## config.mk

```make
export PLATFORM = sky130hd
export DESIGN_NAME = sdram_mode_burst_sequencer
export DESIGN_NICKNAME = d
export VERILOG_FILES = /design/src/hw/burst_seq_pkg.sv /design/src/hw/two_entry_buffer.sv /design/src/hw/sdram_mode_burst_sequencer.sv
export VERILOG_INCLUDE_DIRS = /design/src /design/src/hw
export SDC_FILE = /design/constraint.sdc
export NUM_CORES = 1
export LEC_CHECK = 0
export BUFFER_PORTS_ARGS = -buffer_cell sky130_fd_sc_hd__buf_2
export CAP_MARGIN = 20
export CORE_ASPECT_RATIO = 0.8
export CORE_MARGIN = 2
export CORE_UTILIZATION = 40
export CTS_BUF_LIST = sky130_fd_sc_hd__clkbuf_8
export CTS_CLUSTER_DIAMETER = 150
export DETAILED_ROUTE_END_ITERATION = 8
export PLACE_DENSITY_LB_ADDON = 0.25
export SYNTH_ARGS = -nofsm -noshare
export SYNTH_HDL_FRONTEND = slang
export SYNTH_HIERARCHICAL = 1
export SYNTH_SLANG_ARGS = --single-unit
```

## constraint.sdc

```tcl
create_clock -name clk -period 3.85 [get_ports clk]
set_input_delay 0.1925 -clock clk [delete_from_list [all_inputs] [get_ports clk]]
set_output_delay 0.1925 -clock clk [all_outputs]
set_load 0.02 [all_outputs]
```

## src/hw/burst_seq_map.svh

```systemverilog
// Register layout, codes and reset values of the burst configuration register.
`ifndef BURST_SEQ_MAP_SVH
`define BURST_SEQ_MAP_SVH

`define CFG_WIDTH       13
`define CFG_RESET       13'h0020
`define BL_MSB          2
`define BL_LSB          0
`define BT_BIT          3
`define CL_MSB          6
`define CL_LSB          4
`define OPM_MSB         12
`define OPM_LSB         7
`define SWB_BIT         9
`define BL_CODE_1       3'h0
`define BL_CODE_2       3'h1
`define BL_CODE_4       3'h2
`define BL_CODE_8       3'h3
`define BL_CODE_PAGE    3'h7
`define CL_CODE_2       3'h2
`define CL_CODE_3       3'h3
`define OPM_BURST_WR    6'h00
`define OPM_SINGLE_WR   6'h04
`define PIN_WIDTH       19

`endif

```

## src/hw/burst_seq_pkg.sv

```systemverilog
// Types shared by the burst sequencer.
package burst_seq_pkg;

    typedef enum logic [1:0] {
        SEQ_IDLE,
        SEQ_BURST
    } seq_state_t;

    typedef enum logic [2:0] {
        CMD_NONE,
        CMD_CONFIG,
        CMD_READ,
        CMD_WRITE,
        CMD_STOP
    } cmd_t;

endpackage

```

## src/hw/two_entry_buffer.sv

```systemverilog
// Two-entry buffer with valid and ready on both sides.
`timescale 1ns/1ps
module two_entry_buffer #(
    parameter int WIDTH = 10
) (
    // Clock, reset and enable
    input  wire logic             clk,
    input  wire logic             srst,
    input  wire logic             ce,
    // Filling side
    input  wire logic             in_valid,
    output logic                  in_ready,
    input  wire logic [WIDTH-1:0] in_data,
    // Draining side
    output logic                  out_valid,
    input  wire logic             out_ready,
    output logic      [WIDTH-1:0] out_data
);

    logic [WIDTH-1:0] head_r;
    logic [WIDTH-1:0] head_nxt;
    logic [WIDTH-1:0] tail_r;
    logic [WIDTH-1:0] tail_nxt;
    logic [1:0]       count_r;
    logic [1:0]       count_nxt;
    logic             push;
    logic             pop;
    logic             valid_r;
    logic             valid_nxt;

    assign in_ready  = (count_r != 2'h2);
    assign out_valid = valid_r;
    assign out_data  = head_r;
    assign push      = in_valid && in_ready;
    assign pop       = out_valid && out_ready;

    always_comb
    begin
        head_nxt  = head_r;
        tail_nxt  = tail_r;
        count_nxt = count_r;
        if (pop)
        begin
            head_nxt = tail_r;
        end
        if (push)
        begin
            if (count_r == 2'h0 || (count_r == 2'h1 && pop))
            begin
                head_nxt = in_data;
            end
            else
            begin
                tail_nxt = in_data;
            end
        end
        if (push && !pop)
        begin
            count_nxt = count_r + 2'h1;
        end
        else if (pop && !push)
        begin
            count_nxt = count_r - 2'h1;
        end
        valid_nxt = (count_nxt != 2'h0);
    end

    always_ff @(posedge clk)
    begin
        if (srst)
        begin
            head_r  <= '0;
            tail_r  <= '0;
            count_r <= 2'h0;
            valid_r <= 1'b0;
        end
        else if (ce)
        begin
            head_r  <= head_nxt;
            tail_r  <= tail_nxt;
            count_r <= count_nxt;
            valid_r <= valid_nxt;
        end
    end

endmodule

```

## src/hw/sdram_mode_burst_sequencer.sv

```systemverilog
// Burst configuration register, column-address burst sequencer and read-latency timing.
//
// Functional notes
// RULE1: All four command strobes low loads register.
// RULE2: Controller keeps both bank selects zero.
// RULE3: Controller programs only with banks precharged.
// RULE4: Register holds contents until next load.
// RULE5: Address bits 2..0 give burst length.
// RULE6: Address bit 3 picks sequential or interleaved.
// RULE7: Address bits 6..4 give read latency.
// RULE8: Address bits 12..7 give operating mode.
// RULE9: Lengths two, four, eight in both orders.
// RULE10: Burst touches only one aligned column block.
// RULE11: Upper column bits pick block, low bits start.
// RULE12: Burst wraps inside its block at boundary.
// RULE13: Sequential order counts upward modulo burst length.
// RULE14: Interleaved order is start XOR burst counter.
// RULE15: Single-write bit makes writes one location.
// RULE16: First read data valid at edge n+m; read_oe is first sampled high at edge n+m+2.
// RULE17: Controller never programs reserved field codes.
// RULE18: Full page steps whole row until stopped.
`include "burst_seq_map.svh"
`timescale 1ns/1ps
module sdram_mode_burst_sequencer #(
    parameter int COL_W = 9
) (
    // Clock, reset and enable
    input  wire logic               clk,
    input  wire logic               srst,
    input  wire logic               ce,
    // Command pins
    input  wire logic               cs_n,
    input  wire logic               ras_n,
    input  wire logic               cas_n,
    input  wire logic               we_n,
    input  wire logic               bank_select_low,
    input  wire logic               bank_select_high,
    input  wire logic [12:0]        addr,
    // Column stream towards the array
    output logic                    col_valid,
    input  wire logic               col_ready,
    output logic      [COL_W-1:0]   col_addr,
    output logic                    col_write,
    // Status
    output logic                    read_oe,
    output logic                    burst_active,
    output logic      [12:0]        burst_config
);

    ////////////////////////////////////////////////////////////////////////////
    // Pin synchroniser.

    logic [`PIN_WIDTH-1:0] pin_s1_r;
    logic [`PIN_WIDTH-1:0] pin_s2_r;

    always_ff @(posedge clk)
    begin
        if (srst)
        begin
            pin_s1_r <= '1;
            pin_s2_r <= '1;
        end
        else if (ce)
        begin
            pin_s1_r <= {cs_n, ras_n, cas_n, we_n, bank_select_high, bank_select_low, addr};
            pin_s2_r <= pin_s1_r;
        end
    end

    logic        s_cs_n;
    logic        s_ras_n;
    logic        s_cas_n;
    logic        s_we_n;
    logic [1:0]  s_bank;
    logic [12:0] s_addr;

    assign {s_cs_n, s_ras_n, s_cas_n, s_we_n, s_bank, s_addr} = pin_s2_r;

    ////////////////////////////////////////////////////////////////////////////
    // Command decode.

    burst_seq_pkg::cmd_t cmd;

    always_comb
    begin
        cmd = burst_seq_pkg::CMD_NONE;
        if (!s_cs_n)
        begin
            case ({s_ras_n, s_cas_n, s_we_n})
                3'h0:
                begin
                    if (s_bank == 2'h0)
                    begin
                        cmd = burst_seq_pkg::CMD_CONFIG; // see RULE1 see RULE2
                    end
                end
                3'h4:    cmd = burst_seq_pkg::CMD_WRITE;
                3'h5:    cmd = burst_seq_pkg::CMD_READ;
                3'h6:    cmd = burst_seq_pkg::CMD_STOP;
                default: cmd = burst_seq_pkg::CMD_NONE;
            endcase
        end
    end

    ////////////////////////////////////////////////////////////////////////////
    // Burst configuration register.

    logic [12:0] cfg_r;
    logic [12:0] cfg_nxt;

    always_comb
    begin
        cfg_nxt = cfg_r; // see RULE4
        if (cmd == burst_seq_pkg::CMD_CONFIG)
        begin
            cfg_nxt = s_addr; // see RULE1
        end
    end

    always_ff @(posedge clk)
    begin
        if (srst)
        begin
            cfg_r <= `CFG_RESET;
        end
        else if (ce)
        begin
            cfg_r <= cfg_nxt;
        end
    end

    logic [2:0] burst_length_field;
    logic       burst_order_select;
    logic [2:0] read_latency_field;
    logic       single_write_bit;

    assign burst_length_field = cfg_r[`BL_MSB:`BL_LSB];                    // see RULE5
    assign burst_order_select = cfg_r[`BT_BIT];                            // see RULE6
    assign read_latency_field = cfg_r[`CL_MSB:`CL_LSB];                    // see RULE7
    assign single_write_bit   = (cfg_r[`OPM_MSB:`OPM_LSB] == `OPM_SINGLE_WR); // see RULE8

    ////////////////////////////////////////////////////////////////////////////
    // Burst sequencer.

    // Low-bit mask of the aligned block; a full page spans the whole row.
    logic [COL_W-1:0] len_mask;
    logic             len_page;

    always_comb
    begin
        len_mask = '0;
        len_page = 1'b0;
        case (burst_length_field) // see RULE9
            `BL_CODE_2:    len_mask = COL_W'(1);
            `BL_CODE_4:    len_mask = COL_W'(3);
            `BL_CODE_8:    len_mask = COL_W'(7);
            `BL_CODE_PAGE:
            begin
                len_mask = '1;   // see RULE18
                len_page = 1'b1;
            end
            default:       len_mask = '0;
        endcase
    end

    burst_seq_pkg::seq_state_t state_r;
    burst_seq_pkg::seq_state_t state_nxt;
    logic [COL_W-1:0] start_r;
    logic [COL_W-1:0] start_nxt;
    logic [COL_W-1:0] cnt_r;
    logic [COL_W-1:0] cnt_nxt;
    logic [COL_W-1:0] mask_r;
    logic [COL_W-1:0] mask_nxt;
    logic             page_r;
    logic             page_nxt;
    logic             ilv_r;
    logic             ilv_nxt;
    logic             wr_r;
    logic             wr_nxt;

    logic             beat_valid;
    logic             beat_ready;
    logic [COL_W-1:0] beat_low;
    logic [COL_W-1:0] beat_addr;
    logic             beat_last;
    logic             beat_fire;
    logic             is_rw;

    assign beat_valid = (state_r == burst_seq_pkg::SEQ_BURST);
    assign beat_fire  = beat_valid && beat_ready;
    assign beat_last  = !page_r && (cnt_r == mask_r);
    assign is_rw      = (cmd == burst_seq_pkg::CMD_READ) || (cmd == burst_seq_pkg::CMD_WRITE);

    always_comb
    begin
        if (ilv_r)
        begin
            beat_low = (start_r ^ cnt_r) & mask_r;   // see RULE14
        end
        else
        begin
            beat_low = (start_r + cnt_r) & mask_r;   // see RULE13 see RULE12
        end
        beat_addr = (start_r & ~mask_r) | beat_low;  // see RULE10 see RULE11
    end

    always_comb
    begin
        state_nxt = state_r;
        start_nxt = start_r;
        cnt_nxt   = cnt_r;
        mask_nxt  = mask_r;
        page_nxt  = page_r;
        ilv_nxt   = ilv_r;
        wr_nxt    = wr_r;
        if (beat_fire)
        begin
            cnt_nxt = cnt_r + COL_W'(1);
            if (beat_last)
            begin
                state_nxt = burst_seq_pkg::SEQ_IDLE;
            end
        end
        if (cmd == burst_seq_pkg::CMD_STOP)
        begin
            state_nxt = burst_seq_pkg::SEQ_IDLE; // see RULE18
        end
        else if (is_rw)
        begin
            state_nxt = burst_seq_pkg::SEQ_BURST;
            start_nxt = s_addr[COL_W-1:0];
            cnt_nxt   = '0;
            wr_nxt    = (cmd == burst_seq_pkg::CMD_WRITE);
            // A full page only runs sequentially.
            ilv_nxt   = burst_order_select && !len_page;
            if (wr_nxt && single_write_bit)
            begin
                mask_nxt = '0;   // see RULE15
                page_nxt = 1'b0;
            end
            else
            begin
                mask_nxt = len_mask;
                page_nxt = len_page;
            end
        end
    end

    always_ff @(posedge clk)
    begin
        if (srst)
        begin
            state_r <= burst_seq_pkg::SEQ_IDLE;
            start_r <= '0;
            cnt_r   <= '0;
            mask_r  <= '0;
            page_r  <= 1'b0;
            ilv_r   <= 1'b0;
            wr_r    <= 1'b0;
        end
        else if (ce)
        begin
            state_r <= state_nxt;
            start_r <= start_nxt;
            cnt_r   <= cnt_nxt;
            mask_r  <= mask_nxt;
            page_r  <= page_nxt;
            ilv_r   <= ilv_nxt;
            wr_r    <= wr_nxt;
        end
    end

    ////////////////////////////////////////////////////////////////////////////
    // Column buffer towards the array.

    logic [COL_W:0] buf_out;

    two_entry_buffer #(
        .WIDTH (COL_W + 1)
    ) u_col_buf (
        .clk       (clk),
        .srst      (srst),
        .ce        (ce),
        .in_valid  (beat_valid),
        .in_ready  (beat_ready),
        .in_data   ({wr_r, beat_addr}),
        .out_valid (col_valid),
        .out_ready (col_ready),
        .out_data  (buf_out)
    );

    assign col_write = buf_out[COL_W];
    assign col_addr  = buf_out[COL_W-1:0];

    ////////////////////////////////////////////////////////////////////////////
    // Read-latency timing.

    logic read_beat;
    logic rd_pipe_r;
    logic rd_pipe_nxt;
    logic read_oe_r;
    logic read_oe_nxt;
    logic active_r;
    logic active_nxt;

    assign read_beat = beat_fire && !wr_r;

    always_comb
    begin
        rd_pipe_nxt = read_beat;
        if (read_latency_field == `CL_CODE_3)
        begin
            read_oe_nxt = rd_pipe_r;   // see RULE16
        end
        else
        begin
            read_oe_nxt = read_beat;   // see RULE16
        end
        active_nxt = (state_nxt == burst_seq_pkg::SEQ_BURST);
    end

    always_ff @(posedge clk)
    begin
        if (srst)
        begin
            rd_pipe_r <= 1'b0;
            read_oe_r <= 1'b0;
            active_r  <= 1'b0;
        end
        else if (ce)
        begin
            rd_pipe_r <= rd_pipe_nxt;
            read_oe_r <= read_oe_nxt;
            active_r  <= active_nxt;
        end
    end

    assign read_oe      = read_oe_r;
    assign burst_active = active_r;
    assign burst_config = cfg_r;

endmodule

```

==> impl_metrics.env <==
export IMPL_cp_end_kind="flop"
export IMPL_timing_rr_start="cnt_r[0]$_SDFFE_PP0P_"
export IMPL_swShare_pct=22.64
export IMPL_syn_area_um2=4741
export IMPL_status="finished, final reports clean"
export IMPL_p_seq_share_pct=59.4
export IMPL_die_x_um=125.7
export IMPL_p_comb_share_pct=6.1
export IMPL_drt_total_wl_um=10300
export IMPL_grt_max_degree=53
export IMPL_rrSetupSlack_ns=1.22
export IMPL_worstPathMaxFanout=6
export IMPL_h_tree_depth=3
export IMPL_fin_cells=713
export IMPL_async_reset_ff_share_pct=0
export IMPL_rows=35
export IMPL_p_leak_nw=2.135
export IMPL_min_period_ns=2.632
export IMPL_syn_area_per_cell_um2=8.895
export IMPL_die_area_um2=12740
export IMPL_grt_pass1_wl_um=17270
export IMPL_syn_num_nets=569
export IMPL_ys_seq_area_share_pct=43.92
export IMPL_critPathMaxStageDelay_ns=0.41
export IMPL_power_switching_uw=429.8
export IMPL_max_freq_mhz=380.0
export IMPL_initialDrtViolationCount=222
export IMPL_clkPwrFrac_pct=34.5
export IMPL_tns_ns=0
export IMPL_hpwl_um=7261
export IMPL_synth_ff_type="dfxtp_1"
export IMPL_worstHoldStart="addr[12]"
export IMPL_path_cells="ha_1 > fa_1 > a211oi_1 > o21ai_0 > a21oi_1 > a2111o_1 > nand3_1 > nand3b_1 > a211oi_1 > nor4_1"
export IMPL_dp_cells=699
export IMPL_yosys_area_share_simple_pct=22.51
export IMPL_total_power_mw=1.898
export IMPL_area_growth_pct=10.37
export IMPL_cts_sinks=104
export IMPL_crit_arrival_ns=2.84
export IMPL_slew_headroom_pct=50.03
export IMPL_clk_path_buf_depth=2
export IMPL_rsz0062_at_grt="no"
export IMPL_cp_slowest_cell="fa_1"
export IMPL_worst_slew_pin_slew_ns=0.7495
export IMPL_grt_pass1_vias=3556
export IMPL_synthDominantCellAreaShare_pct=43.92
export IMPL_hold_class="in -> reg"
export IMPL_grt_ovfl_total=0
export IMPL_crit_type="reg -> reg"
export IMPL_grt_usage_pct=16.55
export IMPL_die_y_um=101.4
export IMPL_synth_xor_area_share_pct=2.771
export IMPL_synth_edff_count=0
export IMPL_vdd_drop_max_v=0.0002299
export IMPL_io_buffer_count=48
export IMPL_start_util_pct=41.16
export IMPL_seq_area_um2=2082
export IMPL_cts_inserted_buffers=9
export IMPL_hold_violations=0
export IMPL_synthMuxAreaShare_pct=3.616
export IMPL_final_util_pct=45.43
export IMPL_yosys_area_top_type="dfxtp_1"
export IMPL_timing_critical_path_mode_cell="a211oi_1"
export IMPL_required_ns=4.06
export IMPL_maxCapViolCount=0
export IMPL_antenna_left=0
export IMPL_synth_adder_area_share_pct=3.589
export IMPL_synth_top_family_by_area="simple AND/OR/NAND/NOR gates"
export IMPL_multi_input_area_um2=2480
export IMPL_viasPerCell=5.271
export IMPL_startpoint_type="flop"
export IMPL_ys_warnings_count=6
export IMPL_p_per_area_nw_per_um2=362.8
export IMPL_via_count=3758
export IMPL_synthTopCellsByArea="dfxtp_1, a211o_1, nand2_1"
export IMPL_finalSetupViolCount=0
export IMPL_pin_count=49
export IMPL_cts_setup_buffers=0
export IMPL_antenna_found_initial=0
export IMPL_holdBufCountCts=0
export IMPL_power_internal_mw=1.469
export IMPL_final_max_slew_viol_count=0
export IMPL_cts_root_buffer="clkbuf_8"
export IMPL_drc_errors=0
export IMPL_nets=598
export IMPL_first_pass_iters=5
export IMPL_cts_resized=0
export IMPL_yosys_cell_types_count=57
export IMPL_drive_gt1_share_pct=12.74
export IMPL_core_um2=11520
export IMPL_n_antenna_cell=0
export IMPL_cts_tree="yes"
export IMPL_fin_crit_sh_pct=68.36
export IMPL_clock_skew_ns=0.008370
export IMPL_insertion_delay_ns=0.35
export IMPL_syn_inst=533
export IMPL_place_gp_congestion=0.8439
export IMPL_post_drt_wl_per_cell_um=14.45
export IMPL_critPathLaunch="cnt_r[0]$_SDFFE_PP0P_"
export IMPL_fill_cells=1130
export IMPL_ys_ff_latch=104
export IMPL_cts_clk_slew_worst_paths_ns=0.09
export IMPL_synth_compound_area_share_pct=19.82
==> metrics by stage <==
step                      setup WS, ns  cell area, µm²  hold slack [ns]
after floorplan                  1.613            4741           0.2646
after global placement           1.376            5047           0.3943
after detailed placement         1.225            5047           0.4030
after CTS                        1.221            5233          0.01413
after global routing             1.009            5233          0.01100
final                            1.218            5233          0.03515
==> synth_stat cells, types with 3 or more instances <==
library cell and number:
a211o_1 39, clkbuf_2 3, nand2_1 68, nor2_1 51
buf_2 5, or3_1 4, clkbuf_1 23, nor3_1 5
nor4_1 3, inv_1 8, dfxtp_1 104, and4_1 3
ha_1 12, nand4_1 4, a311oi_1 13, o21ai_0 8
xnor2_1 10, a211oi_1 5, a31oi_1 4, a21o_1 6
nor2b_1 36, and2_1 9, mux2i_1 16, a21oi_1 34
and3_1 7, nand2b_1 6, nand3_1 5, nand3b_1 3
xor2_1 5
==> power groups by stage <==
stage / clock network (mW) / logic [mW] / registers, mW
6_report: 0.655 / 0.116 / 1.13
5_1_grt: 0.716 / 0.131 / 1.13
4_1_cts: 0.679 / 0.118 / 1.13
3_5_place_dp: 0 / 0.117 / 1.15
3_3_place_gp: 0 / 0.114 / 1.15
2_1_floorplan: 0 / 0.0868 / 1.15
==> flip-flops by register name (all words and copies together) (netlist names), 2 cells and up <==
| register | flops |
|---|---|
| start_r | 9 |
| u_col_buf/out_data | 10 |
| state_r | 2 |
| u_col_buf/count_r | 2 |
| u_col_buf/tail_r | 10 |
| cnt_r | 9 |
| mask_r | 4 |
| burst_config | 13 |
| pin_s1_r | 19 |
| pin_s2_r | 19 |
==> area by class of cell <==
cell class	count	area share [%]
inverter	8	0.5739
multi-input combinational	387	47.39
timing repair buffer	52	5.165
clock inverter	4	0.9087
clock buffer	10	2.630
tap	148	3.539
sequential	104	39.79
==> worst paths after layout <==
kind,end,cells past startpoint
setup / recovery,u_col_buf/out_data[8]$_SDFFE_PP0P_,10
hold / removal,pin_s1_r[12]$_SDFFE_PP1P_,2
setup reg to reg,u_col_buf/out_data[8]$_SDFFE_PP0P_,10
hold reg to reg,u_col_buf/tail_r[6]$_SDFFE_PP0P_,2
==> layout by cell type, fill, tap and decap left out, drive strengths merged, types with 2 or more instances in the layout <==
cell    Yosys  routed
a211oi      5       5
nand2b      6       6
nor3        5       5
xnor2      10      10
o21bai      2       2
xor2        5       5
nand3       5       5
nor2       52      52
a21o        6       6
and3        7       7
nand2      69      69
clkbuf     26      10
a31oi       4       4
buf         8      52
nor2b      36      36
nor4b       2       2
mux2i      16      16
inv         8       9
a21oi      35      35
o21a        2       2
or3         4       4
a311oi     13      13
ha         12      12
o21ai       8       8
nor3b       2       2
clkinv      0       2
and2        9       9
nand4       4       4
a32o        2       2
nand3b      3       3
o31a        2       2
nor4        4       4
a211o      39      39
dfxtp     104     104
and4        3       3
==> routing by layer <==
| layer | vias up | GRT usage [%] | part of all wire (%) |
|---|---|---|---|
| li1 | 1939 | - | - |
| met1 | 1756 | 23.42 | 53 |
| met2 | 57 | 25.57 | 43 |
| met3 | 6 | 3.751 | 3.2 |
| met4 | 0 | 4.530 | 0.90 |
| met5 | - | 0 | 0 |
==> worst max-delay path, delay by kind of cell, from the launching register on <==
kind	cells	cell delay (ns)
and+or+nand+nor	3	0.39
DFF	1	0.38
adders and majority gates	2	0.65
AOI/OAI and AO/OA	5	1.06
==> kinds of logic (layout without fill, tap and decap cells) <==
logic type / count (synthesis) / count (layout)
flip-flops: 104 / 104
adder cells (fa/ha/maj): 13 / 13
buffers and inverters: 42 / 74
multiplexers: 17 / 17
AND/OR/NAND/NOR: 215 / 215
XOR/XNOR: 15 / 15
AO/OA/AOI/OAI: 127 / 127
No activity file was read; power rests on OpenSTA's default activity.
